## src/ipm_pkg.sv

```systemverilog
// Constants, types and register map for the indicator pin mux block
package ipm_pkg;

	// Management device address and register addresses
	localparam logic [4:0] IPM_DEVAD = 5'h1e;
	localparam logic [15:0] IPM_PINMUX1_ADDR = 16'h8c56;
	localparam logic [15:0] IPM_PINMUX2_ADDR = 16'h8c57;
	localparam logic [15:0] IPM_BLINK0_ADDR = 16'h8c80;

	// Reset values
	localparam logic [15:0] IPM_PINMUX1_RST = 16'h00fe;
	localparam logic [15:0] IPM_PINMUX2_RST = 16'h00ff;
	localparam logic [15:0] IPM_BLINK0_RST = 16'h3636;

	// Reserved bits of the first pin mux register read back as ones here
	localparam logic [15:0] IPM_PINMUX1_RSVD = 16'h00f0;

	// Field positions
	localparam int IPM_LED1SEL_MSB = 3;
	localparam int IPM_LED1SEL_LSB = 1;
	localparam int IPM_LINKPOL_BIT = 0;
	localparam int IPM_RXSOP_MSB = 7;
	localparam int IPM_RXSOP_LSB = 4;
	localparam int IPM_TXSOP_MSB = 3;
	localparam int IPM_TXSOP_LSB = 0;
	localparam int IPM_ON_MSB = 15;
	localparam int IPM_ON_LSB = 8;
	localparam int IPM_OFF_MSB = 7;
	localparam int IPM_OFF_LSB = 0;

	// Indicator 1 select codes
	localparam logic [2:0] IPM_LED1SEL_ON = 3'h0;
	localparam logic [2:0] IPM_LED1SEL_OFF = 3'h7;

	// Packet-start pin codes
	localparam int IPM_MAC_PINS = 12;
	localparam int IPM_SOP_PINS = 15;
	localparam logic [3:0] IPM_SOP_LINK = 4'hc;
	localparam logic [3:0] IPM_SOP_LED0 = 4'hd;
	localparam logic [3:0] IPM_SOP_LED1 = 4'he;
	localparam logic [3:0] IPM_SOP_OFF = 4'hf;

	// Timebase: 4 ms tick from a 125 MHz clock
	localparam int IPM_TICK_MS = 4;
	localparam int IPM_CLK_KHZ = 125000;
	localparam int IPM_TICK_CYCLES = IPM_TICK_MS * IPM_CLK_KHZ;
	localparam int IPM_PRE_W = 20;

	// Indicator source selection
	typedef enum logic [2:0] {
		IPM_SRC_OFF = 3'h0,
		IPM_SRC_ON = 3'h1,
		IPM_SRC_BLINK = 3'h2,
		IPM_SRC_LINK_ACT = 3'h3,
		IPM_SRC_ACT = 3'h4
	} ipm_source_t;

	// Blink phase states
	typedef enum logic [1:0] {
		IPM_PH_IDLE,
		IPM_PH_OFF,
		IPM_PH_ON
	} ipm_phase_t;

	// Blink timing fields
	typedef struct packed {
		logic [7:0] onTicks;
		logic [7:0] offTicks;
	} ipm_blink_cfg_t;

	// Register access request
	typedef struct packed {
		logic [4:0] devAddr;
		logic [15:0] regAddr;
		logic write;
		logic read;
		logic [15:0] wdata;
	} ipm_reg_req_t;

endpackage

```

## src/ipm_blink_timer.sv

```systemverilog
// Blink phase timer for indicator 0
`timescale 1ns/1ns
module ipm_blink_timer
	import ipm_pkg::*;
#(
	parameter int unsigned TICK_CYCLES = IPM_TICK_CYCLES
) (
	input wire logic sys_clk,
	input wire logic nrst,
	input wire logic run,
	input wire logic startOn,
	input wire logic restart,
	input wire ipm_blink_cfg_t cfg,
	output logic blinkOn
);

	localparam logic [IPM_PRE_W-1:0] PRE_LAST =
		IPM_PRE_W'(TICK_CYCLES - 1);

	ipm_phase_t phase; // Current phase
	ipm_phase_t next_phase;
	logic [7:0] cnt; // Ticks left in phase
	logic [7:0] next_cnt;
	logic [IPM_PRE_W-1:0] pre; // Cycles within a tick
	logic [IPM_PRE_W-1:0] next_pre;
	logic next_blinkOn;
	logic tick;

	assign tick = (pre == PRE_LAST);

	// Phase sequencing; prescaler restarts with each phase
	always_comb begin
		next_phase = phase;
		next_cnt = cnt;
		next_pre = pre;
		next_blinkOn = blinkOn;
		if (!run || restart) begin
			next_phase = IPM_PH_IDLE;
			next_pre = '0;
			next_cnt = '0;
			next_blinkOn = 1'b0;
		end else begin
			case (phase)
				IPM_PH_IDLE: begin
					next_pre = '0;
					if (startOn) begin
						next_phase = IPM_PH_ON;
						next_cnt = cfg.onTicks;
						next_blinkOn = 1'b1;
					end else begin
						next_phase = IPM_PH_OFF;
						next_cnt = cfg.offTicks;
						next_blinkOn = 1'b0;
					end
				end
				IPM_PH_OFF: begin
					if (cnt == 8'h00) begin
						next_phase = IPM_PH_ON;
						next_cnt = cfg.onTicks;
						next_pre = '0;
						next_blinkOn = 1'b1;
					end else if (tick) begin
						next_pre = '0;
						next_cnt = cnt - 8'h01;
					end else begin
						next_pre = pre + 1'b1;
					end
				end
				IPM_PH_ON: begin
					if (cnt == 8'h00) begin
						next_phase = IPM_PH_OFF;
						next_cnt = cfg.offTicks;
						next_pre = '0;
						next_blinkOn = 1'b0;
					end else if (tick) begin
						next_pre = '0;
						next_cnt = cnt - 8'h01;
					end else begin
						next_pre = pre + 1'b1;
					end
				end
				default: begin
					next_phase = IPM_PH_IDLE;
					next_blinkOn = 1'b0;
				end
			endcase
		end
	end

	// Phase registers
	always_ff @(posedge sys_clk or negedge nrst) begin
		if (!nrst) begin
			phase <= IPM_PH_IDLE;
			cnt <= '0;
			pre <= '0;
			blinkOn <= 1'b0;
		end else begin
			phase <= next_phase;
			cnt <= next_cnt;
			pre <= next_pre;
			blinkOn <= next_blinkOn;
		end
	end

endmodule

```

## src/ipm_indicator_mux.sv

```systemverilog
// Indicator pin mux, link pin polarity, packet-start routing, LED0 blink
`timescale 1ns/1ns
module ipm_indicator_mux
	import ipm_pkg::*;
#(
	parameter int unsigned TICK_CYCLES = IPM_TICK_CYCLES
) (
	input wire logic sys_clk,
	input wire logic nrst,
	// Register access from the management block
	input wire ipm_reg_req_t regReq,
	output logic [15:0] regRdata,
	output logic regAck,
	// Indicator 0 controls held outside this block
	input wire logic indicator0Enable,
	input wire logic indicatorBlinkOrder,
	input wire ipm_source_t indicatorSourceSelect,
	// Indicator 1 level and enable from its own controller
	input wire logic indicator1Enable,
	input wire logic indicator1Level,
	// PHY core status, same clock domain
	input wire logic linkUp,
	input wire logic rxActivity,
	input wire logic rxPacketStart,
	input wire logic txPacketStart,
	// Pins
	output logic indicatorPin0,
	output logic indicatorPin1,
	output logic indicatorPin1Oe,
	output logic linkStatusPin,
	output logic [IPM_MAC_PINS-1:0] sopPinEnable,
	output logic [IPM_MAC_PINS-1:0] sopPinLevel
);

	// Configuration fields
	logic [2:0] indicator1PinSelect;
	logic [2:0] next_indicator1PinSelect;
	logic linkPinPolarity;
	logic next_linkPinPolarity;
	logic [3:0] rxPacketStartPinSelect;
	logic [3:0] next_rxPacketStartPinSelect;
	logic [3:0] txPacketStartPinSelect;
	logic [3:0] next_txPacketStartPinSelect;
	ipm_blink_cfg_t blinkCfg;
	ipm_blink_cfg_t next_blinkCfg;

	// Read answer
	logic [15:0] next_regRdata;
	logic next_regAck;

	// Decoded accesses
	logic devHit;
	logic hitMux1;
	logic hitMux2;
	logic hitBlink;
	logic blinkWrite;

	// Indicator 0 path
	logic liveMode;
	logic blinkRun;
	logic blinkOn;
	logic next_indicatorPin0;

	// Pin outputs
	logic next_indicatorPin1;
	logic next_indicatorPin1Oe;
	logic next_linkStatusPin;
	logic [IPM_SOP_PINS-1:0] sopEnAll;
	logic [IPM_SOP_PINS-1:0] sopLvAll;

	assign devHit = (regReq.devAddr == IPM_DEVAD);
	assign hitMux1 = devHit && (regReq.regAddr == IPM_PINMUX1_ADDR);
	assign hitMux2 = devHit && (regReq.regAddr == IPM_PINMUX2_ADDR);
	assign hitBlink = devHit && (regReq.regAddr == IPM_BLINK0_ADDR);
	assign blinkWrite = hitBlink && regReq.write;

	// Register writes; reserved bits are not stored
	always_comb begin
		next_indicator1PinSelect = indicator1PinSelect;
		next_linkPinPolarity = linkPinPolarity;
		next_rxPacketStartPinSelect = rxPacketStartPinSelect;
		next_txPacketStartPinSelect = txPacketStartPinSelect;
		next_blinkCfg = blinkCfg;
		if (regReq.write) begin
			if (hitMux1) begin
				next_indicator1PinSelect =
					regReq.wdata[IPM_LED1SEL_MSB:IPM_LED1SEL_LSB];
				next_linkPinPolarity = regReq.wdata[IPM_LINKPOL_BIT];
			end
			if (hitMux2) begin
				next_rxPacketStartPinSelect =
					regReq.wdata[IPM_RXSOP_MSB:IPM_RXSOP_LSB];
				next_txPacketStartPinSelect =
					regReq.wdata[IPM_TXSOP_MSB:IPM_TXSOP_LSB];
			end
			if (hitBlink) begin
				next_blinkCfg.onTicks =
					regReq.wdata[IPM_ON_MSB:IPM_ON_LSB];
				next_blinkCfg.offTicks =
					regReq.wdata[IPM_OFF_MSB:IPM_OFF_LSB];
			end
		end
	end

	// Read data; unmapped addresses answer zero
	always_comb begin
		next_regAck = regReq.read || regReq.write;
		next_regRdata = 16'h0000;
		if (regReq.read) begin
			if (hitMux1) begin
				next_regRdata = IPM_PINMUX1_RSVD;
				next_regRdata[IPM_LED1SEL_MSB:IPM_LED1SEL_LSB] =
					indicator1PinSelect;
				next_regRdata[IPM_LINKPOL_BIT] = linkPinPolarity;
			end else if (hitMux2) begin
				next_regRdata[IPM_RXSOP_MSB:IPM_RXSOP_LSB] =
					rxPacketStartPinSelect;
				next_regRdata[IPM_TXSOP_MSB:IPM_TXSOP_LSB] =
					txPacketStartPinSelect;
			end else if (hitBlink) begin
				next_regRdata[IPM_ON_MSB:IPM_ON_LSB] = blinkCfg.onTicks;
				next_regRdata[IPM_OFF_MSB:IPM_OFF_LSB] = blinkCfg.offTicks;
			end
		end
	end

	// Register file
	always_ff @(posedge sys_clk or negedge nrst) begin
		if (!nrst) begin
			indicator1PinSelect <=
				IPM_PINMUX1_RST[IPM_LED1SEL_MSB:IPM_LED1SEL_LSB];
			linkPinPolarity <= IPM_PINMUX1_RST[IPM_LINKPOL_BIT];
			rxPacketStartPinSelect <=
				IPM_PINMUX2_RST[IPM_RXSOP_MSB:IPM_RXSOP_LSB];
			txPacketStartPinSelect <=
				IPM_PINMUX2_RST[IPM_TXSOP_MSB:IPM_TXSOP_LSB];
			blinkCfg.onTicks <= IPM_BLINK0_RST[IPM_ON_MSB:IPM_ON_LSB];
			blinkCfg.offTicks <= IPM_BLINK0_RST[IPM_OFF_MSB:IPM_OFF_LSB];
			regRdata <= 16'h0000;
			regAck <= 1'b0;
		end else begin
			indicator1PinSelect <= next_indicator1PinSelect;
			linkPinPolarity <= next_linkPinPolarity;
			rxPacketStartPinSelect <= next_rxPacketStartPinSelect;
			txPacketStartPinSelect <= next_txPacketStartPinSelect;
			blinkCfg <= next_blinkCfg;
			regRdata <= next_regRdata;
			regAck <= next_regAck;
		end
	end

	// Both times zero turns the timer off and shows the source live
	assign liveMode = (blinkCfg.onTicks == 8'h00) &&
		(blinkCfg.offTicks == 8'h00);

	// Timer runs only while the selected source calls for blinking
	always_comb begin
		blinkRun = 1'b0;
		if (indicator0Enable && !liveMode) begin
			case (indicatorSourceSelect)
				IPM_SRC_BLINK: blinkRun = 1'b1;
				IPM_SRC_ACT: blinkRun = rxActivity;
				IPM_SRC_LINK_ACT: blinkRun = linkUp && rxActivity;
				default: blinkRun = 1'b0;
			endcase
		end
	end

	// Blink timer; a timing write restarts the phase
	ipm_blink_timer #(
		.TICK_CYCLES(TICK_CYCLES)
	) u_blink (
		.sys_clk(sys_clk),
		.nrst(nrst),
		.run(blinkRun),
		.startOn(indicatorBlinkOrder),
		.restart(blinkWrite),
		.cfg(blinkCfg),
		.blinkOn(blinkOn)
	);

	// Indicator 0 level from source, activity and blink phase
	always_comb begin
		next_indicatorPin0 = 1'b0;
		if (!indicator0Enable) begin
			next_indicatorPin0 = 1'b0;
		end else begin
			case (indicatorSourceSelect)
				IPM_SRC_ON: next_indicatorPin0 = 1'b1;
				IPM_SRC_BLINK: next_indicatorPin0 = liveMode || blinkOn;
				IPM_SRC_LINK_ACT: begin
					if (!linkUp) begin
						next_indicatorPin0 = 1'b0;
					end else if (rxActivity) begin
						next_indicatorPin0 = !liveMode && blinkOn;
					end else begin
						next_indicatorPin0 = 1'b1;
					end
				end
				IPM_SRC_ACT: begin
					if (rxActivity) begin
						next_indicatorPin0 = liveMode || blinkOn;
					end else begin
						next_indicatorPin0 = 1'b0;
					end
				end
				default: next_indicatorPin0 = 1'b0;
			endcase
		end
	end

	// Packet-start routing; each pin compares both selects with its code
	genvar gi;
	generate
		for (gi = 0; gi < IPM_SOP_PINS; gi++) begin : g_sop
			logic rxHit;
			logic txHit;
			assign rxHit = (rxPacketStartPinSelect == 4'(gi));
			assign txHit = (txPacketStartPinSelect == 4'(gi));
			assign sopEnAll[gi] = rxHit || txHit;
			assign sopLvAll[gi] = (rxHit && rxPacketStart) ||
				(txHit && txPacketStart);
		end
	endgenerate

	// Indicator 1, link pin; a routed marker takes the pin over
	always_comb begin
		next_indicatorPin1 = 1'b0;
		next_indicatorPin1Oe = 1'b0;
		if (sopEnAll[IPM_SOP_LED1]) begin
			next_indicatorPin1 = sopLvAll[IPM_SOP_LED1];
			next_indicatorPin1Oe = 1'b1;
		end else if (indicator1PinSelect == IPM_LED1SEL_ON) begin
			next_indicatorPin1 = indicator1Enable && indicator1Level;
			next_indicatorPin1Oe = 1'b1;
		end
		if (sopEnAll[IPM_SOP_LINK]) begin
			next_linkStatusPin = sopLvAll[IPM_SOP_LINK];
		end else begin
			next_linkStatusPin = linkUp ^ linkPinPolarity;
		end
	end

	// Pin registers
	always_ff @(posedge sys_clk or negedge nrst) begin
		if (!nrst) begin
			indicatorPin0 <= 1'b0;
			indicatorPin1 <= 1'b0;
			indicatorPin1Oe <= 1'b0;
			linkStatusPin <= 1'b0;
			sopPinEnable <= '0;
			sopPinLevel <= '0;
		end else begin
			if (sopEnAll[IPM_SOP_LED0]) begin
				indicatorPin0 <= sopLvAll[IPM_SOP_LED0];
			end else begin
				indicatorPin0 <= next_indicatorPin0;
			end
			indicatorPin1 <= next_indicatorPin1;
			indicatorPin1Oe <= next_indicatorPin1Oe;
			linkStatusPin <= next_linkStatusPin;
			sopPinEnable <= sopEnAll[IPM_MAC_PINS-1:0];
			sopPinLevel <= sopLvAll[IPM_MAC_PINS-1:0];
		end
	end

endmodule

```

## config.mk

```make
export PLATFORM = sky130hd
export DESIGN_NAME = ipm_indicator_mux
export DESIGN_NICKNAME = d
export VERILOG_FILES = /design/src/ipm_pkg.sv /design/src/ipm_blink_timer.sv /design/src/ipm_indicator_mux.sv
export SDC_FILE = /design/constraint.sdc
export NUM_CORES = 1
export LEC_CHECK = 0
export BUFFER_PORTS_ARGS = -buffer_cell sky130_fd_sc_hd__buf_2
export CORE_MARGIN = 2
export CORE_UTILIZATION = 40
export CTS_CLUSTER_DIAMETER = 60
export DETAILED_ROUTE_END_ITERATION = 6
export GPL_TIMING_DRIVEN = 0
export PLACE_DENSITY = 0.67
export SLEW_MARGIN = 0
export SYNTH_ARGS = -nofsm -noshare
export SYNTH_HDL_FRONTEND = slang
export SYNTH_HIERARCHICAL = 1
export SYNTH_SLANG_ARGS = --single-unit
export TNS_END_PERCENT = 100
```

## constraint.sdc

```tcl
create_clock -name sys_clk -period 3.97 [get_ports sys_clk]
set_input_delay 0.794 -clock sys_clk [delete_from_list [all_inputs] [get_ports sys_clk]]
set_output_delay 0.794 -clock sys_clk [all_outputs]
set_load 0.01 [all_outputs]
```

==> Word-level counts from Yosys, hierarchy flattened <==
Index checks and enable logic that the tools add are counted.
W data, S select, Z words.
{ "totals": {"register_bits": 104} }
{ "op_classes": {"n_eq_ne": 41, "bitwise_logic": 1, "addsub": 2, "n_reduce_logical": 88, "mux": 38} }
{ "ops": {"columns": ["operator", "n"], "rows": [
  ["$mux W20", 3],
  ["$eq A4 B4 Y1 const B", 14],
  ["$mux W8", 7],
  ["$eq A16 B16 Y1 const B", 3],
  ["$mux W16", 3],
  ["$pmux W20 S2", 1],
  ["$logic_and A1 B1 Y1", 39],
  ["$logic_or A1 B1 Y1", 33],
  ["$eq A4 B3 Y1 const B", 8],
  ["$logic_not A8 Y1", 3],
  ["$pmux W8 S3", 1],
  ["$add A20 B1 Y20 const B", 1],
  ["$eq A20 B19 Y1 const B", 1],
  ["$eq A4 B2 Y1 const B", 4],
  ["$mux W1", 15],
  ["$eq A4 B1 Y1 const B", 2],
  ["$logic_not A4 Y1", 2],
  ["$mux W2", 4],
  ["$reduce_and A2 Y1", 4],
  ["$sub A8 B1 Y8 const B", 1],
  ["$eq A3 B2 Y1 const B", 2],
  ["$ne A3 B1 Y1 const B", 2],
  ["$pmux W1 S3", 2],
  ["$pmux W2 S3", 1],
  ["13 further kinds", 14]
]} }

==> Logic depth before layout (Yosys ltp) <==
Gate-level depths: netlist of run 1.
{ "depth": {"depth_word": 9, "depth_mapped": 12, "depth_no_buf": 10} }

==> Hierarchy <==
The synthesis of run 1 kept the hierarchy.
{ "modules_own_cells": {"columns": ["module", "area_each_um2", "cells_each", "n_inst"], "rows": [
  ["ipm_indicator_mux", 3124.2, 255, 1],
  ["ipm_blink_timer", 2168.3, 227, 1]
]} }

==> Least setup slack after synthesis of run 1 <==
OpenSTA, ideal clock, no wires.
{ "synth_path": {"path_type": "input -> register", "from": "input port regReq[20] (netlist bit)", "to": "register u_blink.cnt[0]", "arrival_ps": 2997, "slack_ps": 836, "t_required_ps": 3833, "setup_time_ps": 137, "path_stages": 12, "cell_sequence": "or4b_1 -> nor3_2 -> and4_1 -> buf_6 -> nand2_8 -> buf_12 -> inv_1 -> nand2b_1 -> clkbuf_1 -> nor3_1 -> a21oi_1 -> o32ai_2"} }
{ "synth_via": {"elab_chain_cells": 5, "elab_cells_between_ends": 6} }
{ "synth_rtl": {"columns": ["item", "line_no", "text"], "rows": [
  ["start, declared", "ipm_indicator_mux.sv:11", "input wire ipm_reg_req_t regReq,"],
  ["$eq A16 B16 Y1 *", "ipm_indicator_mux.sv:74", "assign hitBlink = devHit && (regReq.regAddr == IPM_BLINK0_ADDR);"],
  ["$logic_and A1 B1 Y1 *", "ipm_indicator_mux.sv:74", null],
  ["$logic_and A1 B1 Y1 *", "ipm_indicator_mux.sv:75", "assign blinkWrite = hitBlink && regReq.write;"],
  ["named net blinkWrite", "ipm_indicator_mux.sv:56", "logic blinkWrite;"],
  ["$logic_or A1 B1 Y1 *", "ipm_blink_timer.sv:37", "if (!run || restart) begin"],
  ["$reduce_bool A4 Y1 (no line) / $mux W8 (equally long branches)", null, null],
  ["end signal, assigned", "ipm_blink_timer.sv:99", "cnt <= next_cnt;"],
  ["end, declared", "ipm_blink_timer.sv:22", "logic [7:0] cnt;"]
]} }
The timed path passes the listed nets; every way through them passes the cells marked *.
A chain may end at the register's enable or synchronous reset.

==> Final worst setup path of run 1 <==
{ "layout_path": {"from": "input port regReq[20] (netlist bit)", "to": "register u_blink.cnt[3]"} }
The elaborated chain is that of the path after synthesis.

==> results.tsv, run 1 <==
stage	metric	value	unit
outcome	status	finished clean	
floorplanning	start_util	40.4	%
sta	finalHoldViolations	0	
synth	syn-num-nets	540	
drt	drc	0	
floorplanning	ios	97	
clock_tree	cts_buffers	9	
sta	skew	0.00867	ns
sta	worst_pin_slew	0.686	ns
synth	synth_top_area_share	40.2	%
finish	antennaDiodeCount	0	
sta	rsz0062_at_grt	no	
synth	syn_inst	482	
drt	via_count	4256	
drt	drt_iter0_markers	295	
synth	synth_edf_count	0	
grt	antenna_found_initial	0	
clock_tree	cts_htree_levels	3	
synth	yosys.area.top_type	dfrtp_1	
critical_path	arrival	3.50	ns
sta	slew_violations	0	
synth	seq_area_frac_synth	49.6	%
floorplanning	die-area	14200	µm²
run	maxCapViolCount	0	
sta	totalNegativeSetupSlack	0	ns
power_and_ir_drop	power.leakage	2.85	nW
hold_path	hp-class	primary input to asynchronous set/reset pin	
critical_path	endpoint_kind	register	
grt	grt_pass1_vias	4211	
synth	synth_area_leaders	dfrtp_1, dfstp_2, mux2_2	
clock_tree	cts-root-buf	clkbuf_16	
critical_path	cp_max_fo	10	
synth	synth.most_common_cell	dfrtp_1	
synth	async_reset_ff_share	100	%
grt	grt_pass1_wl	20800	µm
grt	grtUsageTotal	18.2	%
grt	grtUsageMet3	3.98	%
sta	max_slew_margin	53.9	%
synth	yosys_warnings	6	
critical_path	cp-start-kind	primary input	
critical_path	critical_path_required	4.19	ns
sta	finalCritPeriodShare	82.7	%
sta	fmax	305	MHz
sta	fin_crit	3.28	ns
drt	wl	12400	µm
synth	synth_top_family_by_area	simple AND/OR/NAND/NOR gates	
clock_tree	insertion_delay	0.35	ns
floorplanning	num_rows	42	
finish	syn_to_final_growth	19.3	%
synth	synth_compound_area_share	15.7	%
grt	gr-total-overflow	0	
grt	grt_util_met2	30.8	%
synth	avgSynthCellArea	11.0	µm²
synth	yosys.area_share.xor_xnor	2.81	%
clock_tree	cts_hold_buf	0	
drt	vias_per_cell	5.52	
clock_tree	cts_tree	yes	
grt	use_met1	23.5	%
synth	syn_area	5290	µm²
finish	nets	648	
floorplanning	core	13100	µm²
place	gp_congestion	0.835	
synth	synth_mux_area_share	8.70	%
critical_path	criticalPathCategory	primary input to register	
synth	synth-seq-cells	104	
clock_tree	ctsResizeCount	0	
synth	synthAdderAreaFrac	1.42	%
synth	synth_ff_type	dfrtp_1	
clock_tree	clk_pin_slew	0.07	ns
drt	dr.pass1.iters	5	
power_and_ir_drop	peakVddDrop	0.000205	V
finish	layout-drive-gt1-share	33.8	%
synth	ys_types	68	
clock_tree	numClockSinks	104	
drt	post_drt_wl_per_cell	16.0	µm
synth	synth-simple-area-share	17.9	%
clock_tree	post_cts_buffers	0	
clock_tree	cts_buffer_depth	2	
place	port_buffers	96	
grt	grt_max_degree	65	
drt	final_antenna_net_count	0	
place	hpwl	9160	µm
sta	finalSetupViolCount	0	
power_and_ir_drop	power_density	320	nW/µm²
floorplanning	die_width	119	µm
finish	utilization	48.3	%
floorplanning	die_h	119	µm
synth	ys_top_cells_by_count	dfrtp_1, nand2_1, mux2_2	
grt	busiest_layer	met2	
## cell type report
class / instances / area [µm²]
fill: 1212 / 6770
sequential: 104 / 2630
multi-input combinational: 341 / 2470
timing repair buffer: 97 / 510
clock buffer: 11 / 233
tap: 176 / 220
buffer: 29 / 169
clock inverter: 5 / 57.6
inverter: 8 / 30.0
## worst max-delay path, cell delays in order
cell and delay, ns:
buf_2 0.11, or4b_1 0.54, nor3_2 0.13, and4_1 0.23, buf_6 0.15, nand2_8 0.08
buf_12 0.16, inv_1 0.13, nand2b_1 0.32, clkbuf_1 0.44, a311oi_1 0.15, o311ai_0 0.14
nand3_1 0.12
## per-stage QoR
| stage | instances | setup slack (ns) | total power [mW] | hold slack (ns) | cell area (µm²) |
|---|---|---|---|---|---|
| 2_1_floorplan | 482 | 0.836 | 1.10 | 0.481 | 5290 |
| 3_3_place_gp | 754 | 0.352 | 1.16 | 0.509 | 5990 |
| 3_5_place_dp | 755 | 0.323 | 1.17 | 0.522 | 6020 |
| 4_1_cts | 771 | 0.674 | 2.04 | 0.420 | 6310 |
| 5_1_grt | 771 | 0.487 | 2.11 | 0.445 | 6310 |
| 6_report | 771 | 0.688 | 2.02 | 0.408 | 6310 |
## report_power, final
group	leakage, nW	total, mW	switching (mW)	internal, mW
logic	1.34	0.0851	0.0519	0.0331
registers	1.36	1.06	0.000748	1.06
clock network	0.144	0.871	0.381	0.490
total	2.85	2.02	0.434	1.59
## final timing paths
path	from	endpoint	slack (ns)	depth (start not counted)
min in group sys_clk	u_blink/pre[17]$_DFFE_PN0P_	u_blink/pre[17]$_DFFE_PN0P_	0.53	1
max	regReq[20]	u_blink/cnt[3]$_DFFE_PN0P_	0.69	13
min	nrst	regRdata[1]$_DFF_PN0_	0.41	1
min reg2reg	u_blink/pre[17]$_DFFE_PN0P_	u_blink/pre[17]$_DFFE_PN0P_	0.53	1
max reg2reg	blinkCfg[14]$_DFFE_PN0P_	u_blink/pre[11]$_DFFE_PN0P_	1.34	8
max in group asynchronous	nrst	rxPacketStartPinSelect[2]$_DFFE_PN1P_	2.85	2
## sequential cells by signal, indices dropped and copies added (netlist names), 3 cells and up
signal,flops
u_blink/cnt,8
regRdata,16
sopPinEnable,12
blinkCfg,16
u_blink/pre,20
txPacketStartPinSelect,4
rxPacketStartPinSelect,4
indicator1PinSelect,3
sopPinLevel,12
## cell families after synthesis
logic type | after synthesis
mux | 38
compound gates | 119
simple gates | 161
xor+xnor | 17
buf+inv | 37
flops | 104
fa+ha+maj | 6
## placed cells by master, fill, tap and decap left out, types with 4 or more instances in the layout
cell type / Yosys / routed
mux2_4: 9 / 9
and4_1: 4 / 4
o22ai_1: 26 / 26
nand3b_1: 4 / 4
dfstp_2: 19 / 19
or2_2: 5 / 5
nor2_1: 27 / 27
clkbuf_16: 0 / 9
xnor2_1: 4 / 4
nand2_1: 29 / 29
clkbuf_1: 19 / 21
mux2_2: 28 / 28
nor3_1: 11 / 11
buf_2: 4 / 99
a21boi_0: 4 / 4
nor4_1: 4 / 4
nand3_1: 17 / 17
a22oi_1: 9 / 9
inv_1: 8 / 8
dfrtp_1: 85 / 85
a311oi_1: 7 / 7
o31ai_1: 4 / 4
ha_1: 6 / 6
o21ai_0: 21 / 21
a21oi_1: 20 / 20
xor2_1: 13 / 13
and3_1: 13 / 13
nand2b_1: 11 / 11
nand4_1: 14 / 14
## layer usage
layer | vias to the layer above | share of wire [%]
li1 | 2016 | -
met1 | 2104 | 44
met2 | 121 | 50
met3 | 15 | 4.6
met4 | 0 | 1.4
met5 | - | 0
No activity file was read; power rests on OpenSTA's default activity.
==> run 2: changes to the inputs <==
- PLACE_DENSITY: 0.67 -> 0.69
- clock period: 3.97 -> 3 ns (I/O delays scaled with it)
==> run 2 against run 1 <==
Effect of this change: die area is the same; utilization is 0.32 points higher; sequential power grew 33%; register-to-register slack lost 0.78 ns; setup slack got worse by 0.45 ns.
==> results.tsv, run 2 (synthesized netlist as in run 1, its figures left out) <==
stage	metric	value	unit	change
clock_tree	cts_buffers	9		unchanged
clock_tree	cts_buffer_depth	2		unchanged
finish	largest_reg_flops	20		unchanged
critical_path	r2r-start	blinkCfg[11]$_DFFE_PN0P_		
place	dp_cells	755		unchanged
drt	drt_iter0_markers	415		+41%
critical_path	arrival	3.00	ns	-0.50 ns
finish	syn_to_final_growth	20.1	%	
floorplanning	ios	97		unchanged
sta	finalSetupViolCount	0		unchanged
clock_tree	insertion_delay	0.35	ns	about the same
power_and_ir_drop	power	2.65	mW	+31%
finish	nets	651		+0.46%
clock_tree	cts_htree_levels	3		unchanged
grt	grt_pass1_vias	4213		+0.047%
finish	final_common_cell	buf_2		
finish	layout.cells.non_filler	774		+0.39%
grt	grt_pass1_wl	20800	µm	+0.27%
grt	grt_max_degree	66		+1.5%
critical_path	critical_path_required	3.23	ns	-0.96 ns
power_and_ir_drop	power.leakage	2.86	nW	+0.56%
place	gp_congestion	0.859		+2.9%
sta	max_slew_margin	62.4	%	+8.5 points
sta	finalCritPeriodShare	92.2	%	
power_and_ir_drop	power_density	417	nW/µm²	+30%
floorplanning	die-area	14200	µm²	unchanged
outcome	status	finished clean		
finish	most-common-layout-cells	buf_2, dfrtp_1, nand2_1		
clock_tree	numClockSinks	104		unchanged
sta	finalHoldViolations	0		unchanged
clock_tree	cts_tree	yes		
floorplanning	die_h	119	µm	unchanged
drt	post_drt_wl_per_cell	16.0	µm	-0.55%
sta	fin_crit	2.77	ns	
finish	reg_top3	u_blink/pre x20, blinkCfg x16, regRdata x16		
critical_path	cp_max_fo	10		unchanged
critical_path	criticalPathCategory	primary input to register		
grt	grtUsageTotal	18.2	%	-0.052 points
drt	via_count	4218		-0.89%
sta	skew	0.00535	ns	-0.00332 ns
sta	rsz0062_at_grt	no		
critical_path	cp-start-kind	primary input		
floorplanning	core	13100	µm²	unchanged
sta	hold-worst-slack	0.207	ns	-0.201 ns
sta	totalNegativeSetupSlack	0	ns	unchanged
drt	drc	0		unchanged
drt	vias_per_cell	5.45		-1.3%
floorplanning	start_util	40.4	%	unchanged
finish	antennaDiodeCount	0		unchanged
clock_tree	cts_hold_buf	0		unchanged
clock_tree	clk_pin_slew	0.07	ns	about the same
finish	regMostFlops	u_blink/pre		
place	hpwl	9150	µm	-0.12%
sta	slew_violations	0		unchanged
sta	worst_pin_slew	0.564	ns	-0.122 ns
run	maxCapViolCount	0		unchanged
sta	fmax	361	MHz	
finish	final.fill_count	1208		-0.33%
place	port_buffers	96		unchanged
grt	gr-total-overflow	0		unchanged
finish	layout-drive-gt1-share	34.9	%	+1.2 points
floorplanning	num_rows	42		unchanged
drt	final_antenna_net_count	0		unchanged
grt	antenna_found_initial	0		unchanged
critical_path	endpoint_kind	register		
floorplanning	die_width	119	µm	unchanged
critical_path	setup.worst_path.start	regReq[20]		
drt	wl	12400	µm	-0.16%
hold_path	hp-class	primary input to asynchronous set/reset pin		
drt	dr.pass1.iters	4		-1
finish	utilization	48.6	%	+0.32 points
power_and_ir_drop	peakVddDrop	0.000246	V	+20%
clock_tree	cts-root-buf	clkbuf_16		
==> run 2: path summary, 6_finish.rpt <==
check	depth (start not counted)	slack (ns)	to
setup / recovery	14	0.23	u_blink/pre[17]$_DFFE_PN0P_
hold / removal	1	0.21	regRdata[1]$_DFF_PN0_
setup reg to reg	9	0.56	u_blink/pre[17]$_DFFE_PN0P_
hold reg to reg	1	0.55	u_blink/pre[1]$_DFFE_PN0P_
max in group asynchronous	2	2.08	rxPacketStartPinSelect[2]$_DFFE_PN1P_
min in group sys_clk	2	0.48	blinkCfg[12]$_DFFE_PN1P_
==> run 2: area by class of cell <==
class,instances,area [µm²],area share (%)
flip-flops and latches,104,2630,41.3
multi-input cells,341,2480,39.1
repair buffers,100,533,8.39
clock buffers,9,225,3.54
well taps,176,220,3.47
plain buffers,29,170,2.68
clock inverters,7,66.3,1.04
inverters,8,30.0,0.473
==> run 2: per-layer routing <==
layer / wire, µm / global-route usage [%] / vias up
li1: - / - / 2028
met5: 0 / 0 / -
met3: 489 / 3.11 / 11
met4: 159 / 5.88 / 0
met1: 5420 / 23.1 / 2084
met2: 6290 / 31.5 / 95
==> run 2: metrics by stage <==
stage          worst slack, ns  cell area (µm²)
2_1_floorplan           0.0599             5290
3_3_place_gp            -0.378             5990
3_5_place_dp            -0.433             6020
4_1_cts                 0.0648             6320
5_1_grt                 0.0318             6350
6_report                 0.234             6350
==> run 2: critical path, stage by stage <==
cell,delay [ns]
buf_2,0.10
or4b_1,0.52
nor3_2,0.12
and4_1,0.24
buf_6,0.16
nand2_8,0.08
buf_12,0.16
inv_1,0.11
nor4b_4,0.09
nor4_4,0.29
buf_4,0.20
nand3_1,0.08
a21oi_1,0.15
mux2i_1,0.10
==> run 2: power by group <==
part / switching [mW] / total [mW] / internal [mW]
clock network: 0.552 / 1.13 / 0.580
registers: 0.000848 / 1.41 / 1.41
logic: 0.0681 / 0.112 / 0.0439
total: 0.621 / 2.65 / 2.03
==> run 2: repair_timing <==
action | CTS | global route
resized for setup | 2 | 2
setup endpoints to repair | 8 | 16
pin swaps | 0 | 2
buffers inserted | 0 | 3
==> run 3: changes to the inputs <==
- CELL_PAD_IN_SITES_DETAIL_PLACEMENT: default -> 1
- CELL_PAD_IN_SITES_GLOBAL_PLACEMENT: default -> 1
- PLACE_DENSITY: 0.69 -> 0.83
==> run 3 against run 2 <==
Effect of this change: largest power group unchanged; critical endpoint is now u_blink/cnt[6]$_DFFE_PN0P_; utilization is 0.71 points higher; final cell count is 0.39% higher; via count is 4.6% higher.
==> results.tsv, run 3 (synthesized netlist as in run 1, its figures left out) <==
stage	metric	value	unit	change
sta	worst_pin_slew	0.654	ns	+0.0903 ns
sta	setup_ws	0.147	ns	-0.0867 ns
critical_path	critical_path_required	3.28	ns	+0.05 ns
power_and_ir_drop	power_density	455	nW/µm²	+9.2%
finish	reg_top3	u_blink/pre x20, blinkCfg x16, regRdata x16		
floorplanning	die-area	14200	µm²	unchanged
grt	grtUsageTotal	22.4	%	+4.2 points
sta	finalHoldViolations	0		unchanged
clock_tree	numClockSinks	104		unchanged
sta	skew	0.00699	ns	+0.00164 ns
grt	grt_pass1_wl	25200	µm	+21%
power_and_ir_drop	power.leakage	2.91	nW	+1.6%
floorplanning	ios	97		unchanged
drt	via_count	4410		+4.6%
clock_tree	cts_tree	yes		
sta	rsz0062_at_grt	yes		
drt	dr.pass1.iters	4		unchanged
clock_tree	insertion_delay	0.36	ns	about the same
sta	fmax	351	MHz	-3.0%
clock_tree	cts-root-buf	clkbuf_16		
sta	finalCritPeriodShare	95.1	%	+2.9 points
grt	grt_util_met2	39.6	%	+8.1 points
drt	drc	0		unchanged
grt	use_met1	27.1	%	+4.0 points
sta	hold-worst-slack	0.207	ns	-0.000366 ns
grt	gr-total-overflow	0		unchanged
critical_path	endpoint_kind	register		
finish	regMostFlops	u_blink/pre		
finish	final_common_cell	buf_2		
clock_tree	cts_buffer_depth	2		unchanged
finish	largest_reg_flops	20		unchanged
grt	antenna_found_initial	1		+1
floorplanning	start_util	40.4	%	unchanged
critical_path	cp_max_fo	10		unchanged
drt	vias_per_cell	5.68		+4.1%
finish	layout-drive-gt1-share	35.2	%	+0.22 points
finish	nets	653		+0.31%
critical_path	arrival	3.13	ns	+0.13 ns
clock_tree	cts_htree_levels	3		unchanged
sta	slew_violations	0		unchanged
finish	syn_to_final_growth	21.8	%	
critical_path	criticalPathCategory	primary input to register		
place	gp_congestion	0.847		-1.4%
place	post-place-ws	-0.507	ns	-0.0735 ns
floorplanning	num_rows	42		unchanged
grt	busiest_layer	met2		
finish	layout.cells.non_filler	777		+0.39%
clock_tree	cts_buffers	9		unchanged
grt	grtUsageMet3	4.65	%	+1.5 points
drt	drt_iter0_markers	352		-15%
sta	fin_crit	2.85	ns	+0.0867 ns
run	maxCapViolCount	0		unchanged
sta	totalNegativeSetupSlack	0	ns	unchanged
drt	final_antenna_net_count	0		unchanged
floorplanning	die_width	119	µm	unchanged
drt	wl	15200	µm	+23%
floorplanning	die_h	119	µm	unchanged
place	dp_cells	755		unchanged
critical_path	cp-start-kind	primary input		
place	port_buffers	96		unchanged
hold_path	hp-class	primary input to asynchronous set/reset pin		
outcome	status	finished clean		
power_and_ir_drop	peakVddDrop	0.000235	V	-4.2%
finish	most-common-layout-cells	buf_2, dfrtp_1, nand2_1		
sta	finalSetupViolCount	0		unchanged
place	hpwl	10800	µm	+19%
grt	grt_max_degree	66		unchanged
sta	max_slew_margin	56.2	%	-6.2 points
floorplanning	core	13100	µm²	unchanged
clock_tree	clk_pin_slew	0.07	ns	about the same
drt	post_drt_wl_per_cell	19.6	µm	+23%
grt	grt_pass1_vias	4739		+12%
run 3: final timing paths:
kind / cells after the start / start / end / slack, ns
max: 12 / regReq[33] / u_blink/cnt[6]$_DFFE_PN0P_ / 0.15
min: 1 / nrst / regRdata[7]$_DFF_PN0_ / 0.21
max reg2reg: 7 / blinkCfg[9]$_DFFE_PN1P_ / u_blink/cnt[6]$_DFFE_PN0P_ / 0.47
min reg2reg: 1 / u_blink/pre[17]$_DFFE_PN0P_ / u_blink/pre[17]$_DFFE_PN0P_ / 0.53
max in group asynchronous: 2 / nrst / txPacketStartPinSelect[2]$_DFFE_PN1P_ / 2.07
min in group sys_clk: 2 / regReq[10] / blinkCfg[10]$_DFFE_PN1P_ / 0.47
run 3: critical path, stage by stage:
cell	delay [ns]
buf_2	0.09
nor4b_1	0.13
and3_1	0.22
and4_1	0.23
buf_6	0.15
nand2_8	0.11
buf_12	0.15
inv_1	0.10
nor4b_4	0.58
clkbuf_1	0.44
nor2_1	0.11
o21ai_0	0.19
run 3: what timing repair did:
action                                  in CTS  in global routing
resized for setup                            3                  2
cloned                                       0                  0
setup buffers                                0                  5
pin swaps                                    0                  2
endpoints found under the setup margin      15                 20
hold buffers                                 0                  0
run 3: layer usage:
metal / wire length (µm) / part of all wire [%]
met4: 301 / 2.0
met3: 617 / 4.1
met5: 0 / 0
met1: 6210 / 41
met2: 8090 / 53
run 3: stage by stage:
step	power [mW]	util, %	instance area (µm²)
after global routing	3.02	49.3	6450
final	2.94	49.3	6450
after detailed placement	1.55	46.0	6020
after global placement	1.54	45.8	5990
after CTS	2.96	48.9	6400
after floorplan	1.46	-	5290
run 3: report_power, final:
part / internal [mW] / switching [mW] / total (mW)
clock: 0.868 / 0.546 / 1.41
sequential: 1.41 / 0.00134 / 1.41
combinational: 0.0439 / 0.0718 / 0.116
run 3: final cells by class:
type,instances,area [µm²]
antenna,1,2.50
buffer,29,170
clock buffer,11,253
clock inverter,5,108
fill,1447,6640
inverter,8,30.0
multi-input combinational,341,2490
sequential,104,2630
tap,176,220
timing repair buffer,102,548
